--- src/common/temp_fault_pkg.sv ---
/*
 Constants for the external temperature fault response block: command
 codes, field positions, reset values, timing counts and the state type.
 Assumes a 40 MHz core clock and a command decoder that presents whole
 command bytes and words.
*/
package temp_fault_pkg;
   localparam logic [7:0] CMD_OT_RESP = 8'h50;
   localparam logic [7:0] CMD_UT_RESP = 8'h54;
   localparam logic [7:0] CMD_PROP_MASK = 8'hD2;
   localparam logic [7:0] CMD_STATUS_BYTE = 8'h78;
   localparam logic [7:0] CMD_STATUS_TEMP = 8'h7D;

   localparam logic [7:0] RESP_RESET = 8'hB8;
   localparam logic [15:0] PROP_RESET = 16'h2993;

   localparam int RESP_MSB = 7;
   localparam int RESP_LSB = 6;
   localparam int RETRY_MSB = 5;
   localparam int RETRY_LSB = 3;
   localparam logic [1:0] RESP_CONTINUE = 2'h0;
   localparam logic [1:0] RESP_BAD_A = 2'h1;
   localparam logic [1:0] RESP_SHUTDOWN = 2'h2;
   localparam logic [1:0] RESP_BAD_B = 2'h3;
   localparam logic [2:0] RETRY_FOREVER = 3'h7;

   localparam int STB_TEMP_BIT = 2;
   localparam int STT_OT_BIT = 7;
   localparam int STT_UT_BIT = 4;
   localparam int PROP_OT_BIT = 7;
   localparam int PROP_UT_BIT = 8;

   localparam int TEMP_W = 16;
   localparam int CLK_HZ = 40000000;
   localparam int RETRY_UNIT_MS = 1;
   localparam int TICK_CYCLES = CLK_HZ / 1000 * RETRY_UNIT_MS;
   localparam int RESPONSE_TIME_MS = 80;

   typedef enum logic [2:0] {
      ST_REGULATE = 3'h1,
      ST_LATCHED = 3'h2,
      ST_RETRY = 3'h4
   } out_state_type;
endpackage

--- src/verilog/pin_sync.sv ---
/*
 Two-flop synchroniser for a bundle of pins.
 Assumes each bit is sampled alone; a bus is only trusted once it has
 been stable for longer than two clock periods.
*/
`timescale 1ns/1ps
`default_nettype none
module pin_sync #(
   parameter int W = 1
) (
   input wire logic mclk_i,
   input wire logic nrst_i,
   input wire logic ce_i,
   input wire logic [W-1:0] pin_i,
   output logic [W-1:0] sync_o
);
   genvar g;
   generate
      for (g = 0; g < W; g++) begin : g_bit
         logic meta_q;
         logic sync_q;
         always_ff @(posedge mclk_i or negedge nrst_i) begin
            if (!nrst_i) begin
               meta_q <= 1'b0;
               sync_q <= 1'b0;
            end else if (ce_i) begin
               meta_q <= pin_i[g];
               sync_q <= meta_q;
            end
         end
         assign sync_o[g] = sync_q;
      end
   endgenerate
endmodule
`default_nettype wire

--- src/verilog/retry_timer.sv ---
/*
 Retry interval timer: a start pulse loads the interval in milliseconds,
 done pulses once when it has run out.
 Assumes start is a one-cycle pulse from logic on the same clock.
*/
`timescale 1ns/1ps
`default_nettype none
module retry_timer #(
   parameter int TICK_CYCLES = temp_fault_pkg::TICK_CYCLES
) (
   input wire logic mclk_i,
   input wire logic nrst_i,
   input wire logic ce_i,
   input wire logic start_i,
   input wire logic [15:0] delay_ms_i,
   output logic done_o
);
   logic [23:0] tick_q;
   logic [15:0] ms_q;
   logic busy_q;
   logic tick_end;

   assign tick_end = (tick_q == 24'(TICK_CYCLES - 1));

   always_ff @(posedge mclk_i or negedge nrst_i) begin
      if (!nrst_i) begin
         tick_q <= 24'h000000;
         ms_q <= 16'h0000;
         busy_q <= 1'b0;
         done_o <= 1'b0;
      end else if (ce_i) begin
         done_o <= 1'b0;
         if (start_i) begin
            tick_q <= 24'h000000;
            ms_q <= delay_ms_i;
            busy_q <= 1'b1;
         end else if (busy_q) begin
            // A zero interval still waits one tick so restarts never storm
            if (tick_end) begin
               tick_q <= 24'h000000;
               if (ms_q <= 16'h0001) begin
                  busy_q <= 1'b0;
                  done_o <= 1'b1;
               end else begin
                  ms_q <= ms_q - 16'h0001;
               end
            end else begin
               tick_q <= tick_q + 24'h000001;
            end
         end
      end
   end
endmodule
`default_nettype wire

--- src/verilog/temp_fault_response.sv ---
/*
 External temperature fault response: limit compare at each conversion,
 sticky status bits, alert and fault-pin drive, response and propagation
 registers on the command port, and output shutdown with retry.
 Assumes the command port, limits, retry interval and on command come
 from logic on mclk_i; the conversion strobe and reading come from pins.
*/
// How it works
// Either fault sets temperature summary bit
// Overtemperature fault sets its status bit
// Undertemperature fault sets its status bit
// Every fault pulls the alert low
// Response follows conversion, well within 80ms
// Code 00 keeps output regulating
// Codes 01 and 11 raise CML
// Code 10 disables output, then retry
// Retry 000 latches off until cleared
// Retry 111 restarts until off or fatal
// Restart spacing uses retry interval input
// Delay field bits ignored
// Fault bits sticky until clear or cycle
// Overtemperature response byte, default B8
// Undertemperature response byte, same layout
// Sixteen-bit propagation mask, default 2993
// Only responding faults reach fault pin
// Compare reading with limits each conversion
`timescale 1ns/1ps
`default_nettype none
module temp_fault_response #(
   parameter int TICK_CYCLES = temp_fault_pkg::TICK_CYCLES
) (
   input wire logic mclk_i,
   input wire logic nrst_i,
   input wire logic ce_i,
   input wire logic conv_done_i,
   input wire logic [15:0] temp_i,
   input wire logic [15:0] ot_limit_i,
   input wire logic [15:0] ut_limit_i,
   input wire logic [15:0] retry_delay_ms_i,
   input wire logic on_cmd_i,
   input wire logic clear_faults_i,
   input wire logic cmd_wr_i,
   input wire logic cmd_rd_i,
   input wire logic [7:0] cmd_code_i,
   input wire logic [15:0] cmd_wdata_i,
   output logic [15:0] cmd_rdata_o,
   output logic cmd_ack_o,
   output logic cml_fault_o,
   output logic output_en_o,
   output logic alert_n_o,
   output logic fault_pin_n_o
);
   logic [16:0] pins_s;
   logic conv_prev_q;
   logic conv_edge;
   logic on_prev_q;
   logic clr;
   logic ot_hit;
   logic ut_hit;
   logic ot_flag_q;
   logic ut_flag_q;
   logic [7:0] ot_resp_q;
   logic [7:0] ut_resp_q;
   logic [15:0] prop_mask_q;
   logic ot_shut;
   logic ut_shut;
   logic trip;
   logic trip_forever;
   logic timer_done;
   logic timer_start;
   logic bad_wr;
   temp_fault_pkg::out_state_type state_q;
   temp_fault_pkg::out_state_type state_d;

   function automatic logic [1:0] resp_of(input logic [7:0] cfg);
      resp_of = cfg[temp_fault_pkg::RESP_MSB:temp_fault_pkg::RESP_LSB];
   endfunction

   function automatic logic retries(input logic [7:0] cfg);
      retries = cfg[temp_fault_pkg::RETRY_MSB:temp_fault_pkg::RETRY_LSB]
                == temp_fault_pkg::RETRY_FOREVER;
   endfunction

   function automatic logic bad_code(input logic [7:0] cfg);
      bad_code = resp_of(cfg) == temp_fault_pkg::RESP_BAD_A ||
                 resp_of(cfg) == temp_fault_pkg::RESP_BAD_B;
   endfunction

   pin_sync #(
      .W(17)
   ) u_sync (
      .mclk_i(mclk_i),
      .nrst_i(nrst_i),
      .ce_i(ce_i),
      .pin_i({conv_done_i, temp_i}),
      .sync_o(pins_s)
   );

   // acts in conversion cycle
   // limit compare per conversion
   assign conv_edge = pins_s[16] & ~conv_prev_q;
   assign ot_hit = conv_edge && ($signed(pins_s[15:0]) >= $signed(ot_limit_i));
   assign ut_hit = conv_edge && ($signed(pins_s[15:0]) <= $signed(ut_limit_i));
   assign clr = clear_faults_i | (on_cmd_i & ~on_prev_q);

   always_ff @(posedge mclk_i or negedge nrst_i) begin
      if (!nrst_i) begin
         conv_prev_q <= 1'b0;
         on_prev_q <= 1'b0;
      end else if (ce_i) begin
         conv_prev_q <= pins_s[16];
         on_prev_q <= on_cmd_i;
      end
   end

   // sticky, set beats clear
   // overtemperature status
   // undertemperature status
   always_ff @(posedge mclk_i or negedge nrst_i) begin
      if (!nrst_i) begin
         ot_flag_q <= 1'b0;
         ut_flag_q <= 1'b0;
      end else if (ce_i) begin
         ot_flag_q <= ot_hit | (ot_flag_q & ~clr);
         ut_flag_q <= ut_hit | (ut_flag_q & ~clr);
      end
   end

   // reject unsupported codes
   assign bad_wr = cmd_wr_i &&
                   ((cmd_code_i == temp_fault_pkg::CMD_OT_RESP) ||
                    (cmd_code_i == temp_fault_pkg::CMD_UT_RESP)) &&
                   bad_code(cmd_wdata_i[7:0]);

   // overtemperature response byte
   // undertemperature response byte
   // propagation mask word
   always_ff @(posedge mclk_i or negedge nrst_i) begin
      if (!nrst_i) begin
         ot_resp_q <= temp_fault_pkg::RESP_RESET;
         ut_resp_q <= temp_fault_pkg::RESP_RESET;
         prop_mask_q <= temp_fault_pkg::PROP_RESET;
         cml_fault_o <= 1'b0;
      end else if (ce_i) begin
         cml_fault_o <= bad_wr;
         // A rejected byte leaves the old response in force
         if (cmd_wr_i && !bad_wr) begin
            case (cmd_code_i)
               temp_fault_pkg::CMD_OT_RESP: begin
                  ot_resp_q <= cmd_wdata_i[7:0];
               end
               temp_fault_pkg::CMD_UT_RESP: begin
                  ut_resp_q <= cmd_wdata_i[7:0];
               end
               temp_fault_pkg::CMD_PROP_MASK: begin
                  prop_mask_q <= cmd_wdata_i;
               end
               default: begin
               end
            endcase
         end
      end
   end

   // summary bit in status byte
   always_ff @(posedge mclk_i or negedge nrst_i) begin
      if (!nrst_i) begin
         cmd_rdata_o <= 16'h0000;
         cmd_ack_o <= 1'b0;
      end else if (ce_i) begin
         cmd_ack_o <= cmd_wr_i | cmd_rd_i;
         cmd_rdata_o <= 16'h0000;
         if (cmd_rd_i) begin
            case (cmd_code_i)
               temp_fault_pkg::CMD_OT_RESP: cmd_rdata_o <= {8'h00, ot_resp_q};
               temp_fault_pkg::CMD_UT_RESP: cmd_rdata_o <= {8'h00, ut_resp_q};
               temp_fault_pkg::CMD_PROP_MASK: cmd_rdata_o <= prop_mask_q;
               temp_fault_pkg::CMD_STATUS_BYTE: begin
                  cmd_rdata_o[temp_fault_pkg::STB_TEMP_BIT] <= ot_flag_q | ut_flag_q;
               end
               temp_fault_pkg::CMD_STATUS_TEMP: begin
                  cmd_rdata_o[temp_fault_pkg::STT_OT_BIT] <= ot_flag_q;
                  cmd_rdata_o[temp_fault_pkg::STT_UT_BIT] <= ut_flag_q;
               end
               default: cmd_rdata_o <= 16'h0000;
            endcase
         end
      end
   end

   // code 00 never shuts down
   // delay bits never read
   assign ot_shut = ot_hit && resp_of(ot_resp_q) == temp_fault_pkg::RESP_SHUTDOWN;
   assign ut_shut = ut_hit && resp_of(ut_resp_q) == temp_fault_pkg::RESP_SHUTDOWN;
   assign trip = ot_shut | ut_shut;
   // A fault set for no retry overrides one that would retry
   assign trip_forever = (!ot_shut || retries(ot_resp_q)) &&
                         (!ut_shut || retries(ut_resp_q));

   // shut down then retry
   // latch off without retry
   // endless retry
   always_comb begin
      state_d = state_q;
      case (state_q)
         temp_fault_pkg::ST_REGULATE: begin
            if (on_cmd_i && trip) begin
               state_d = trip_forever ? temp_fault_pkg::ST_RETRY :
                                        temp_fault_pkg::ST_LATCHED;
            end
         end
         temp_fault_pkg::ST_LATCHED: begin
            // A fresh trip beats a clear in the same cycle
            if (!on_cmd_i || (clr && !trip)) begin
               state_d = temp_fault_pkg::ST_REGULATE;
            end
         end
         temp_fault_pkg::ST_RETRY: begin
            if (!on_cmd_i) begin
               state_d = temp_fault_pkg::ST_REGULATE;
            end else if (trip) begin
               state_d = trip_forever ? temp_fault_pkg::ST_RETRY :
                                        temp_fault_pkg::ST_LATCHED;
            end else if (timer_done) begin
               state_d = temp_fault_pkg::ST_REGULATE;
            end
         end
         default: state_d = temp_fault_pkg::ST_LATCHED;
      endcase
   end

   always_ff @(posedge mclk_i or negedge nrst_i) begin
      if (!nrst_i) begin
         state_q <= temp_fault_pkg::ST_REGULATE;
         output_en_o <= 1'b0;
      end else if (ce_i) begin
         state_q <= state_d;
         output_en_o <= on_cmd_i && (state_d == temp_fault_pkg::ST_REGULATE);
      end
   end

   // spacing from retry interval
   // A trip during the wait restarts the interval so the timer never idles in retry
   assign timer_start = ce_i && state_d == temp_fault_pkg::ST_RETRY &&
                        (state_q != temp_fault_pkg::ST_RETRY || trip);

   retry_timer #(
      .TICK_CYCLES(TICK_CYCLES)
   ) u_timer (
      .mclk_i(mclk_i),
      .nrst_i(nrst_i),
      .ce_i(ce_i),
      .start_i(timer_start),
      .delay_ms_i(retry_delay_ms_i),
      .done_o(timer_done)
   );

   // alert on any fault
   // propagate only responding faults
   always_ff @(posedge mclk_i or negedge nrst_i) begin
      if (!nrst_i) begin
         alert_n_o <= 1'b1;
         fault_pin_n_o <= 1'b1;
      end else if (ce_i) begin
         alert_n_o <= ~(ot_flag_q | ut_flag_q);
         fault_pin_n_o <= ~((ot_flag_q && prop_mask_q[temp_fault_pkg::PROP_OT_BIT] &&
                             resp_of(ot_resp_q) == temp_fault_pkg::RESP_SHUTDOWN) ||
                            (ut_flag_q && prop_mask_q[temp_fault_pkg::PROP_UT_BIT] &&
                             resp_of(ut_resp_q) == temp_fault_pkg::RESP_SHUTDOWN));
      end
   end

   ot_flag_set_a: assert property (@(posedge mclk_i) disable iff (!nrst_i)
      ce_i && ot_hit |=> ot_flag_q)
      else $error("overtemperature flag not set");
   ut_flag_hold_a: assert property (@(posedge mclk_i) disable iff (!nrst_i)
      ut_flag_q && !clr && ce_i |=> ut_flag_q)
      else $error("undertemperature flag dropped without clear");
   alert_follows_a: assert property (@(posedge mclk_i) disable iff (!nrst_i)
      ce_i && ot_hit ##1 ce_i |=> !alert_n_o)
      else $error("alert not asserted after fault");
   shutdown_now_a: assert property (@(posedge mclk_i) disable iff (!nrst_i)
      ce_i && trip |=> !output_en_o)
      else $error("output not disabled on shutdown fault");
   continue_run_a: assert property (@(posedge mclk_i) disable iff (!nrst_i)
      ce_i && on_cmd_i && state_q == temp_fault_pkg::ST_REGULATE && !trip
      |=> output_en_o)
      else $error("output dropped without shutdown response");
   cml_bad_code_a: assert property (@(posedge mclk_i) disable iff (!nrst_i)
      ce_i && bad_wr |=> cml_fault_o && $stable(ot_resp_q) && $stable(ut_resp_q))
      else $error("unsupported response code accepted");
   latched_off_a: assert property (@(posedge mclk_i) disable iff (!nrst_i)
      state_q == temp_fault_pkg::ST_LATCHED && on_cmd_i && !clr |=> !output_en_o)
      else $error("latched output restarted");
   propagate_gate_a: assert property (@(posedge mclk_i) disable iff (!nrst_i)
      ce_i && resp_of(ot_resp_q) != temp_fault_pkg::RESP_SHUTDOWN &&
      resp_of(ut_resp_q) != temp_fault_pkg::RESP_SHUTDOWN |=> fault_pin_n_o)
      else $error("fault pin driven by non-responding fault");
   retry_start_a: assert property (@(posedge mclk_i) disable iff (!nrst_i)
      ce_i && on_cmd_i && state_q == temp_fault_pkg::ST_REGULATE && trip &&
      trip_forever |=> state_q == temp_fault_pkg::ST_RETRY)
      else $error("retry not entered");
   summary_read_a: assert property (@(posedge mclk_i) disable iff (!nrst_i)
      ce_i && cmd_rd_i && cmd_code_i == temp_fault_pkg::CMD_STATUS_BYTE &&
      (ot_flag_q || ut_flag_q) |=> cmd_rdata_o[temp_fault_pkg::STB_TEMP_BIT])
      else $error("temperature summary bit missing");
endmodule
`default_nettype wire

--- config.mk ---
export PLATFORM = sky130hd
export DESIGN_NAME = temp_fault_response
export DESIGN_NICKNAME = d
export VERILOG_FILES = /design/src/common/temp_fault_pkg.sv /design/src/verilog/pin_sync.sv /design/src/verilog/retry_timer.sv /design/src/verilog/temp_fault_response.sv
export SDC_FILE = /design/constraint.sdc
export NUM_CORES = 1
export LEC_CHECK = 0
export ABC_AREA = 1
export ABC_CLOCK_PERIOD_IN_PS = 4100
export BUFFER_PORTS_ARGS = -buffer_cell sky130_fd_sc_hd__buf_4
export CAP_MARGIN = 20
export CORE_MARGIN = 3
export CORE_UTILIZATION = 45
export CTS_BUF_LIST = sky130_fd_sc_hd__clkbuf_8
export CTS_CLUSTER_DIAMETER = 50
export DETAILED_ROUTE_END_ITERATION = 8
export PLACE_DENSITY = 0.65
export SYNTH_ARGS = -nofsm -noshare
export SYNTH_HDL_FRONTEND = slang
export SYNTH_HIERARCHICAL = 1
export SYNTH_SLANG_ARGS = --single-unit
--- constraint.sdc ---
create_clock -name mclk_i -period 4.1 [get_ports mclk_i]
set_input_delay 0.41 -clock mclk_i [delete_from_list [all_inputs] [get_ports mclk_i]]
set_output_delay 0.41 -clock mclk_i [all_outputs]
set_load 0.01 [all_outputs]
==> results of run 1 <==
==> worst reg2reg max path, stage by stage (launching register included) <==
cell,delay [ns]
dfrtp_1,0.43
ha_1,0.35
nand2_1,0.09
nor2_2,0.14
nand2_1,0.07
nor2_2,0.09
nand2_1,0.07
nand3_1,0.08
nand2_1,0.07
nand3_2,0.08
nand3_2,0.08
nand2_2,0.13
nand2_2,0.07
o21ai_2,0.07
o211ai_1,0.11
nor2_1,0.19
buf_4,0.26
clkinv_1,0.20
nand2_2,0.15
nand2_4,0.14
nor2_4,0.36
nand2_1,0.11
nand2_1,0.07
==> flip-flops by register name, summed over array words and instances, names as in the netlist, 3 cells and up <==
name                 cells
ut_resp_q                8
u_timer/tick_q          24
cmd_rdata_o             16
ot_resp_q                8
state_q                  3
u_sync/g_bit.sync_q     17
u_sync/g_bit.meta_q     17
prop_mask_q             16
u_timer/ms_q            16
==> cells in the final DEF, fill, tap and decap left out, types with 8 or more instances in the layout <==
cell / n
nand2_1: 393
inv_1: 140
buf_4: 120
dfrtp_1: 118
nor2_1: 107
nand3_1: 55
o21ai_0: 38
ha_1: 35
a21oi_1: 25
dfstp_2: 18
clkbuf_8: 18
o21ai_1: 16
nand2_2: 15
nor3_1: 12
nor2_2: 10
nand4_1: 9
o31ai_1: 9
nand3_2: 8
inv_6: 8
==> cell type report <==
class / instances / area [um2]
fillers: 1758 / 8080
clock buffers: 18 / 248
clock inverters: 14 / 161
multi-input cells: 785 / 3860
flip-flops and latches: 136 / 3430
repair buffers: 122 / 922
well taps: 225 / 282
inverters: 146 / 558
==> logic make-up (layout without fill, tap and decap cells) <==
| family | after synthesis | count (layout) | synth area share [%] |
|---|---|---|---|
| XOR/XNOR | 6 | 6 | 0.642 |
| AND/OR/NAND/NOR | 627 | 627 | 32.6 |
| AO/OA/AOI/OAI | 117 | 117 | 8.59 |
| buffers and inverters | 189 | 300 | 11.0 |
| flip-flops | 136 | 136 | 41.8 |
| adder cells (fa/ha/maj) | 35 | 35 | 5.35 |
==> routing by layer <==
metal  wire length (um)  GRT usage (%)
met1               8570           25.4
met2               8970           33.3
met4                187           5.00
met5                 13              0
met3                900           4.10
==> where the power goes <==
group | internal, mW | switching, mW | total, mW
clock network | 0.575 | 0.579 | 1.15
registers | 1.42 | 0.0533 | 1.47
logic | 0.176 | 0.231 | 0.407
==> how the worst max path moves through the flow <==
stage                          to  slack (ns)  depth (start not counted)
4_1_cts           u_timer/ms_q[2]        0.59                         22
3_3_place_gp   u_timer/tick_q[18]        0.66                         24
2_1_floorplan   u_timer/tick_q[9]        1.19                         24
5_1_grt           u_timer/ms_q[1]        0.27                         22
6_report          u_timer/ms_q[2]        0.62                         22
3_5_place_dp     u_timer/ms_q[12]        0.52                         24
==> timing repair <==
| action | in CTS | in global routing |
|---|---|---|
| hold buffers | 1 | 0 |
| hold endpoints to repair | 56 | 0 |
| gates resized for setup | 0 | 0 |
==> impl_metrics.ini, run 1 <==
[worst_setup_path]
crit_buf_inv = 2
critPathMaxStageDelay_ns = 0.43
crit_arrival_ns = 3.87
crit_path_top_delay_cell = dfrtp_1
crit_fanout = 20
crit_path_start_kind = register
reg2reg_depth = 22
critPathKind = reg2reg
cp_common_cell = nand2_1
cp_cell_sequence = ha_1 -> nand2_1 -> nor2_2 -> nand2_1 -> nor2_2 -> nand2_1 -> nand3_1 -> nand2_1 -> nand3_2 -> nand3_2 -> nand2_2 -> nand2_2 -> o21ai_2 -> o211ai_1 -> nor2_1 -> buf_4 -> clkinv_1 -> nand2_2 -> nand2_4 -> nor2_4 -> nand2_1 -> nand2_1
required_ns = 4.49
crit_start = u_sync/g_bit[15].sync_q
reg2reg_to = u_timer/ms_q[2]
crit_path_end_kind = register
r2r_slack_ns = 0.62
cp_top_family = simple AND/OR/NAND/NOR gates
reg2reg_from = u_sync/g_bit[15].sync_q

[run_status]
status = completed

[finish]
areaGrowthSynthToFinish_pct = 15.5
stdcell_area_um2 = 9460
finalNonFillerCells = 1446
drive_above_1_share_pct = 18.8
fin_util_pct = 53.9
final_nets = 1339
antenna_cells = 0

[timing]
rsz0062_at_grt = false
post-route-period-util_pct = 84.8
clock-skew-final_ns = 0.0109
relSlewSlack_pct = 38.6
holdWs_ns = 0.154
finalSetupViolCount = 0
fmax_mhz = 288
tns_ns = 0
tightest_slew_ns = 0.921
hold_viol = 0
postLayoutSetupSlackWorst_ns = 0.623
slew_viol_final = 0
fin_crit_ns = 3.48

[routing]
drc_errors = 0
drt_iter0_markers = 424
wl_per_cell_um = 12.9
via_per_inst = 4.91
drt_first_pass_iters = 6
vias = 7100
drtAntennaViolNets = 0
wirelength_um = 18600

[clock_network]
numCtsBuffers = 17
root_buffer = clkbuf_8
clk_latency_ns = 0.46
cts_tree = done
postCtsSetupRepairBufs = 0
clkSlewWorstSetupHoldPaths_ns = 0.08
clock_path_buffers = 2
htreeDepth = 4
clock-sinks = 136

[hold_path]
min_to = u_sync/g_bit[2].meta_q
min_path_type = in2reg
min-delay-start = temp_i[2]
holdPathStages = 3

[place]
dp_worst_setup_slack_ns = 0.518
place_congestion = 0.848
dpl-instance-area_um2 = 9040
numPlacedInstances = 1413
place_hpwl_um = 13700
portBuffers = 116

[power]
pwr_density_cell_nw_per_um2 = 321
total_power_mw = 3.03
peakVddDrop_mv = 0.202
p_leak_nw = 5.16

[synthesis]
syn_inst = 1110
syn_nets = 1241
synth.top_cell.area_share_pct = 36.1
synthTopCellsByArea = dfrtp_1 (36%), nand2_1 (18%), inv_1 (6.4%)
synth_commonest_cells = nand2_1 (393), inv_1 (139), dfrtp_1 (118), nor2_1 (107), nand3_1 (55)
syn-cell-area_um2 = 8190
synth_edf_count = 0
ys_seq_elements = 136
yosysSeqAreaShare_pct = 41.8
ys_async_sr_fraction_pct = 100
ys_types = 52
yosys_warnings = 6
synth_area_leader_cell = dfrtp_1
synth.most_common_cell = nand2_1
ys.flop_type = dfrtp_1
syn_avg_cell_area_um2 = 7.38

[floorplan]
die_area_um2 = 19900
ios = 117
die_y_um = 141
rows = 48
start_util_pct = 46.7
coreArea_um2 = 17500
fp.dieW_um = 141

[run]
maxCapViolCount = 0

[grt]
overflow = 0
grt_use_total_pct = 19.5
grt_pass1_wl_um = 32000
first_global_vias = 6863
grt_max_degree = 74
antenna_found_initial = 1
No activity file was read; power rests on OpenSTA's default activity.
==> run 2: changes to the inputs <==
--- a/config.mk
+++ b/config.mk
@@ -5,8 +5,8 @@
 export SDC_FILE = /design/constraint.sdc
 export NUM_CORES = 1
 export LEC_CHECK = 0
-export ABC_AREA = 1
-export ABC_CLOCK_PERIOD_IN_PS = 4100
+export ABC_AREA = 0
+export ABC_CLOCK_PERIOD_IN_PS = 2850
 export BUFFER_PORTS_ARGS = -buffer_cell sky130_fd_sc_hd__buf_4
 export CAP_MARGIN = 20
 export CORE_MARGIN = 3
@@ -14,7 +14,7 @@
 export CTS_BUF_LIST = sky130_fd_sc_hd__clkbuf_8
 export CTS_CLUSTER_DIAMETER = 50
 export DETAILED_ROUTE_END_ITERATION = 8
-export PLACE_DENSITY = 0.65
+export PLACE_DENSITY = 0.68
 export SYNTH_ARGS = -nofsm -noshare
 export SYNTH_HDL_FRONTEND = slang
 export SYNTH_HIERARCHICAL = 1
==> constraint.sdc (replaced) <==
create_clock -name mclk_i -period 2.85 [get_ports mclk_i]
set_input_delay 0.285 -clock mclk_i [delete_from_list [all_inputs] [get_ports mclk_i]]
set_output_delay 0.285 -clock mclk_i [all_outputs]
set_load 0.01 [all_outputs]
==> impl_metrics.ini, run 2 <==
[place]
dpl-instance-area_um2 = 9070
portBuffers = 116
place_hpwl_um = 13800
numPlacedInstances = 1055
place_congestion = 0.870

[hold_path]
min_path_type = in2reg

[synthesis]
yosysSeqAreaShare_pct = 44.5
ys_seq_elements = 136
synth_edf_count = 0
synth.top_cell.area_share_pct = 38.3
syn-cell-area_um2 = 7700
synth_commonest_cells = dfrtp_1 (118), nor2_1 (45), inv_1 (44), nand2_1 (40), mux2_2 (39)
ys.flop_type = dfrtp_1
ys_async_sr_fraction_pct = 100
yosys_warnings = 6
syn_nets = 846
synthTopCellsByArea = dfrtp_1 (38%), dfstp_2 (6.1%), mux2_4 (5.8%)
synth_area_leader_cell = dfrtp_1
ys_types = 72
synth.most_common_cell = dfrtp_1
syn_inst = 715
syn_avg_cell_area_um2 = 10.8

[clock_network]
root_buffer = clkbuf_8
clock-sinks = 136
numCtsBuffers = 17
cts_tree = done
clkSlewWorstSetupHoldPaths_ns = 0.08
clk_latency_ns = 0.46
clock_path_buffers = 2
htreeDepth = 4

[finish]
largestRegisters = u_timer/tick_q x24, u_sync/g_bit.meta_q x17, u_sync/g_bit.sync_q x17
finalNonFillerCells = 1113
fin_util_pct = 60.1
final_nets = 1011
antenna_cells = 0
final_cell_mix = buf_4 (174), dfrtp_1 (113), inv_1 (45)
stdcell_area_um2 = 10000
areaGrowthSynthToFinish_pct = 29.9
drive_above_1_share_pct = 41.9
largest_reg_flops = 24
largest-register = u_timer/tick_q
layout_commonest_cell = buf_4

[grt]
overflow = 0
grt_max_degree = 75
first_global_vias = 6404
grt_pass1_wl_um = 31200
antenna_found_initial = 0
grt_use_total_pct = 20.9

[timing]
holdWs_ns = 0.0280
hold_viol = 0
fin_crit_ns = 3.48
finalSetupViolCount = 42
post-route-period-util_pct = 122
relSlewSlack_pct = 46.8
clock-skew-final_ns = 0.0158
rsz0062_at_grt = true
postLayoutSetupSlackWorst_ns = -0.631
slew_viol_final = 0
tightest_slew_ns = 0.797
fmax_mhz = 287

[routing]
via_per_inst = 5.70
wl_per_cell_um = 17.5
drt_iter0_markers = 385
vias = 6340
drtAntennaViolNets = 0
drt_first_pass_iters = 5
drc_errors = 0
wirelength_um = 19500

[worst_setup_path]
crit_fanout = 7
reg2reg_from = u_sync/g_bit[9].sync_q
reg2reg_to = u_timer/ms_q[4]
crit_arrival_ns = 3.82
required_ns = 3.19
crit_path_start_kind = register
r2r_slack_ns = -0.63
crit_path_end_kind = register
reg2reg_depth = 16
crit_start = u_sync/g_bit[9].sync_q
worstSetupEndpoint = u_timer/ms_q[4]
critPathKind = reg2reg

[power]
pwr_density_cell_nw_per_um2 = 476
peakVddDrop_mv = 0.312
total_power_mw = 4.77
p_seq_share_pct = 45.8
switchingPower_mw = 1.29
comb_power_share_pct = 17.6
power.internal_mw = 3.48
p_leak_nw = 4.64
power_frac_clock_pct = 36.6
swShare_pct = 27.1

[floorplan]
die_y_um = 137
rows = 47
coreArea_um2 = 16600
fp.dieW_um = 137
start_util_pct = 46.3
ios = 117
die_area_um2 = 18700

[run_status]
status = finished, violations left
violations = setup timing

[run]
maxCapViolCount = 0
==> run 2: metal layers <==
layer / GRT usage, % / share of wire, % / vias up
met4: 6.71 / 1.9 / 0
met2: 35.4 / 51 / 147
li1: - / - / 2965
met1: 27.1 / 43 / 3190
met3: 3.93 / 3.8 / 38
met5: 0 / 0 / -
==> run 2: through the flow <==
stage          TNS [ns]  setup WS (ns)
6_report         -20.09         -0.631
5_1_grt          -25.68         -0.724
4_1_cts          -17.42         -0.535
3_5_place_dp     -19.61         -0.605
3_3_place_gp     -16.86         -0.550
2_1_floorplan    -11.59         -0.561
==> run 2: timing repair <==
item,4_1_cts,5_1_grt
endpoints found under the setup margin,42,42
resized for setup,15,45
endpoints found under the hold margin,65,0
buffers inserted,9,17
hold buffers,1,0
pin swaps,8,19
==> run 2: final cells by class <==
cell class,count,area (um2)
Fill cell,1336,6640
Inverter,44,165
Clock buffer,17,234
Tap cell,220,275
Timing Repair Buffer,191,1530
Clock inverter,15,200
Sequential cell,136,3430
Multi-Input combinational cell,490,4170
==> run 2: power groups by stage <==
stage	logic, mW	clock network [mW]	registers (mW)
after floorplan	0.516	0	2.17
after global placement	0.744	0	2.20
after detailed placement	0.772	0	2.21
after CTS	0.807	1.79	2.18
after global routing	0.926	1.88	2.20
final	0.838	1.75	2.18
==> run 2: worst min-delay path by stage <==
stage	start	endpoint	slack [ns]	cells after the start
after floorplan	nrst_i	cmd_ack_o	-0.01	0
after global placement	nrst_i	ut_resp_q[1]	0.35	1
after detailed placement	nrst_i	prop_mask_q[2]	0.36	1
after CTS	retry_delay_ms_i[10]	u_timer/ms_q[10]	0.01	3
after global routing	retry_delay_ms_i[10]	u_timer/ms_q[10]	0.02	3
final	retry_delay_ms_i[10]	u_timer/ms_q[10]	0.03	3
==> run 2: cells by family (layout without fill, tap and decap cells) <==
| kind of cell | count (synthesis) | count (layout) | synth area share, % |
|---|---|---|---|
| AO/OA/AOI/OAI | 135 | 135 | 12.5 |
| buffers and inverters | 89 | 267 | 6.29 |
| flip-flops | 136 | 136 | 44.5 |
| AND/OR/NAND/NOR | 229 | 229 | 16.9 |
| XOR/XNOR | 14 | 14 | 1.59 |
| multiplexers | 77 | 77 | 12.6 |
| adder cells (fa/ha/maj) | 35 | 35 | 5.69 |
==> run 2: worst max-delay path, cell delays in order (launching register included) <==
cell and delay [ns]:
dfrtp_2 0.46, ha_4 0.29, nand4_1 0.19, a211oi_2 0.25, o31ai_1 0.10, a31oi_2 0.31, nor4b_4 0.11, a221o_1 0.38
a211oi_4 0.30, buf_4 0.17, buf_8 0.12, buf_12 0.11, nand2_4 0.07, o22ai_4 0.18, nor3_2 0.05, a2bb2oi_1 0.17
o21ai_1 0.09
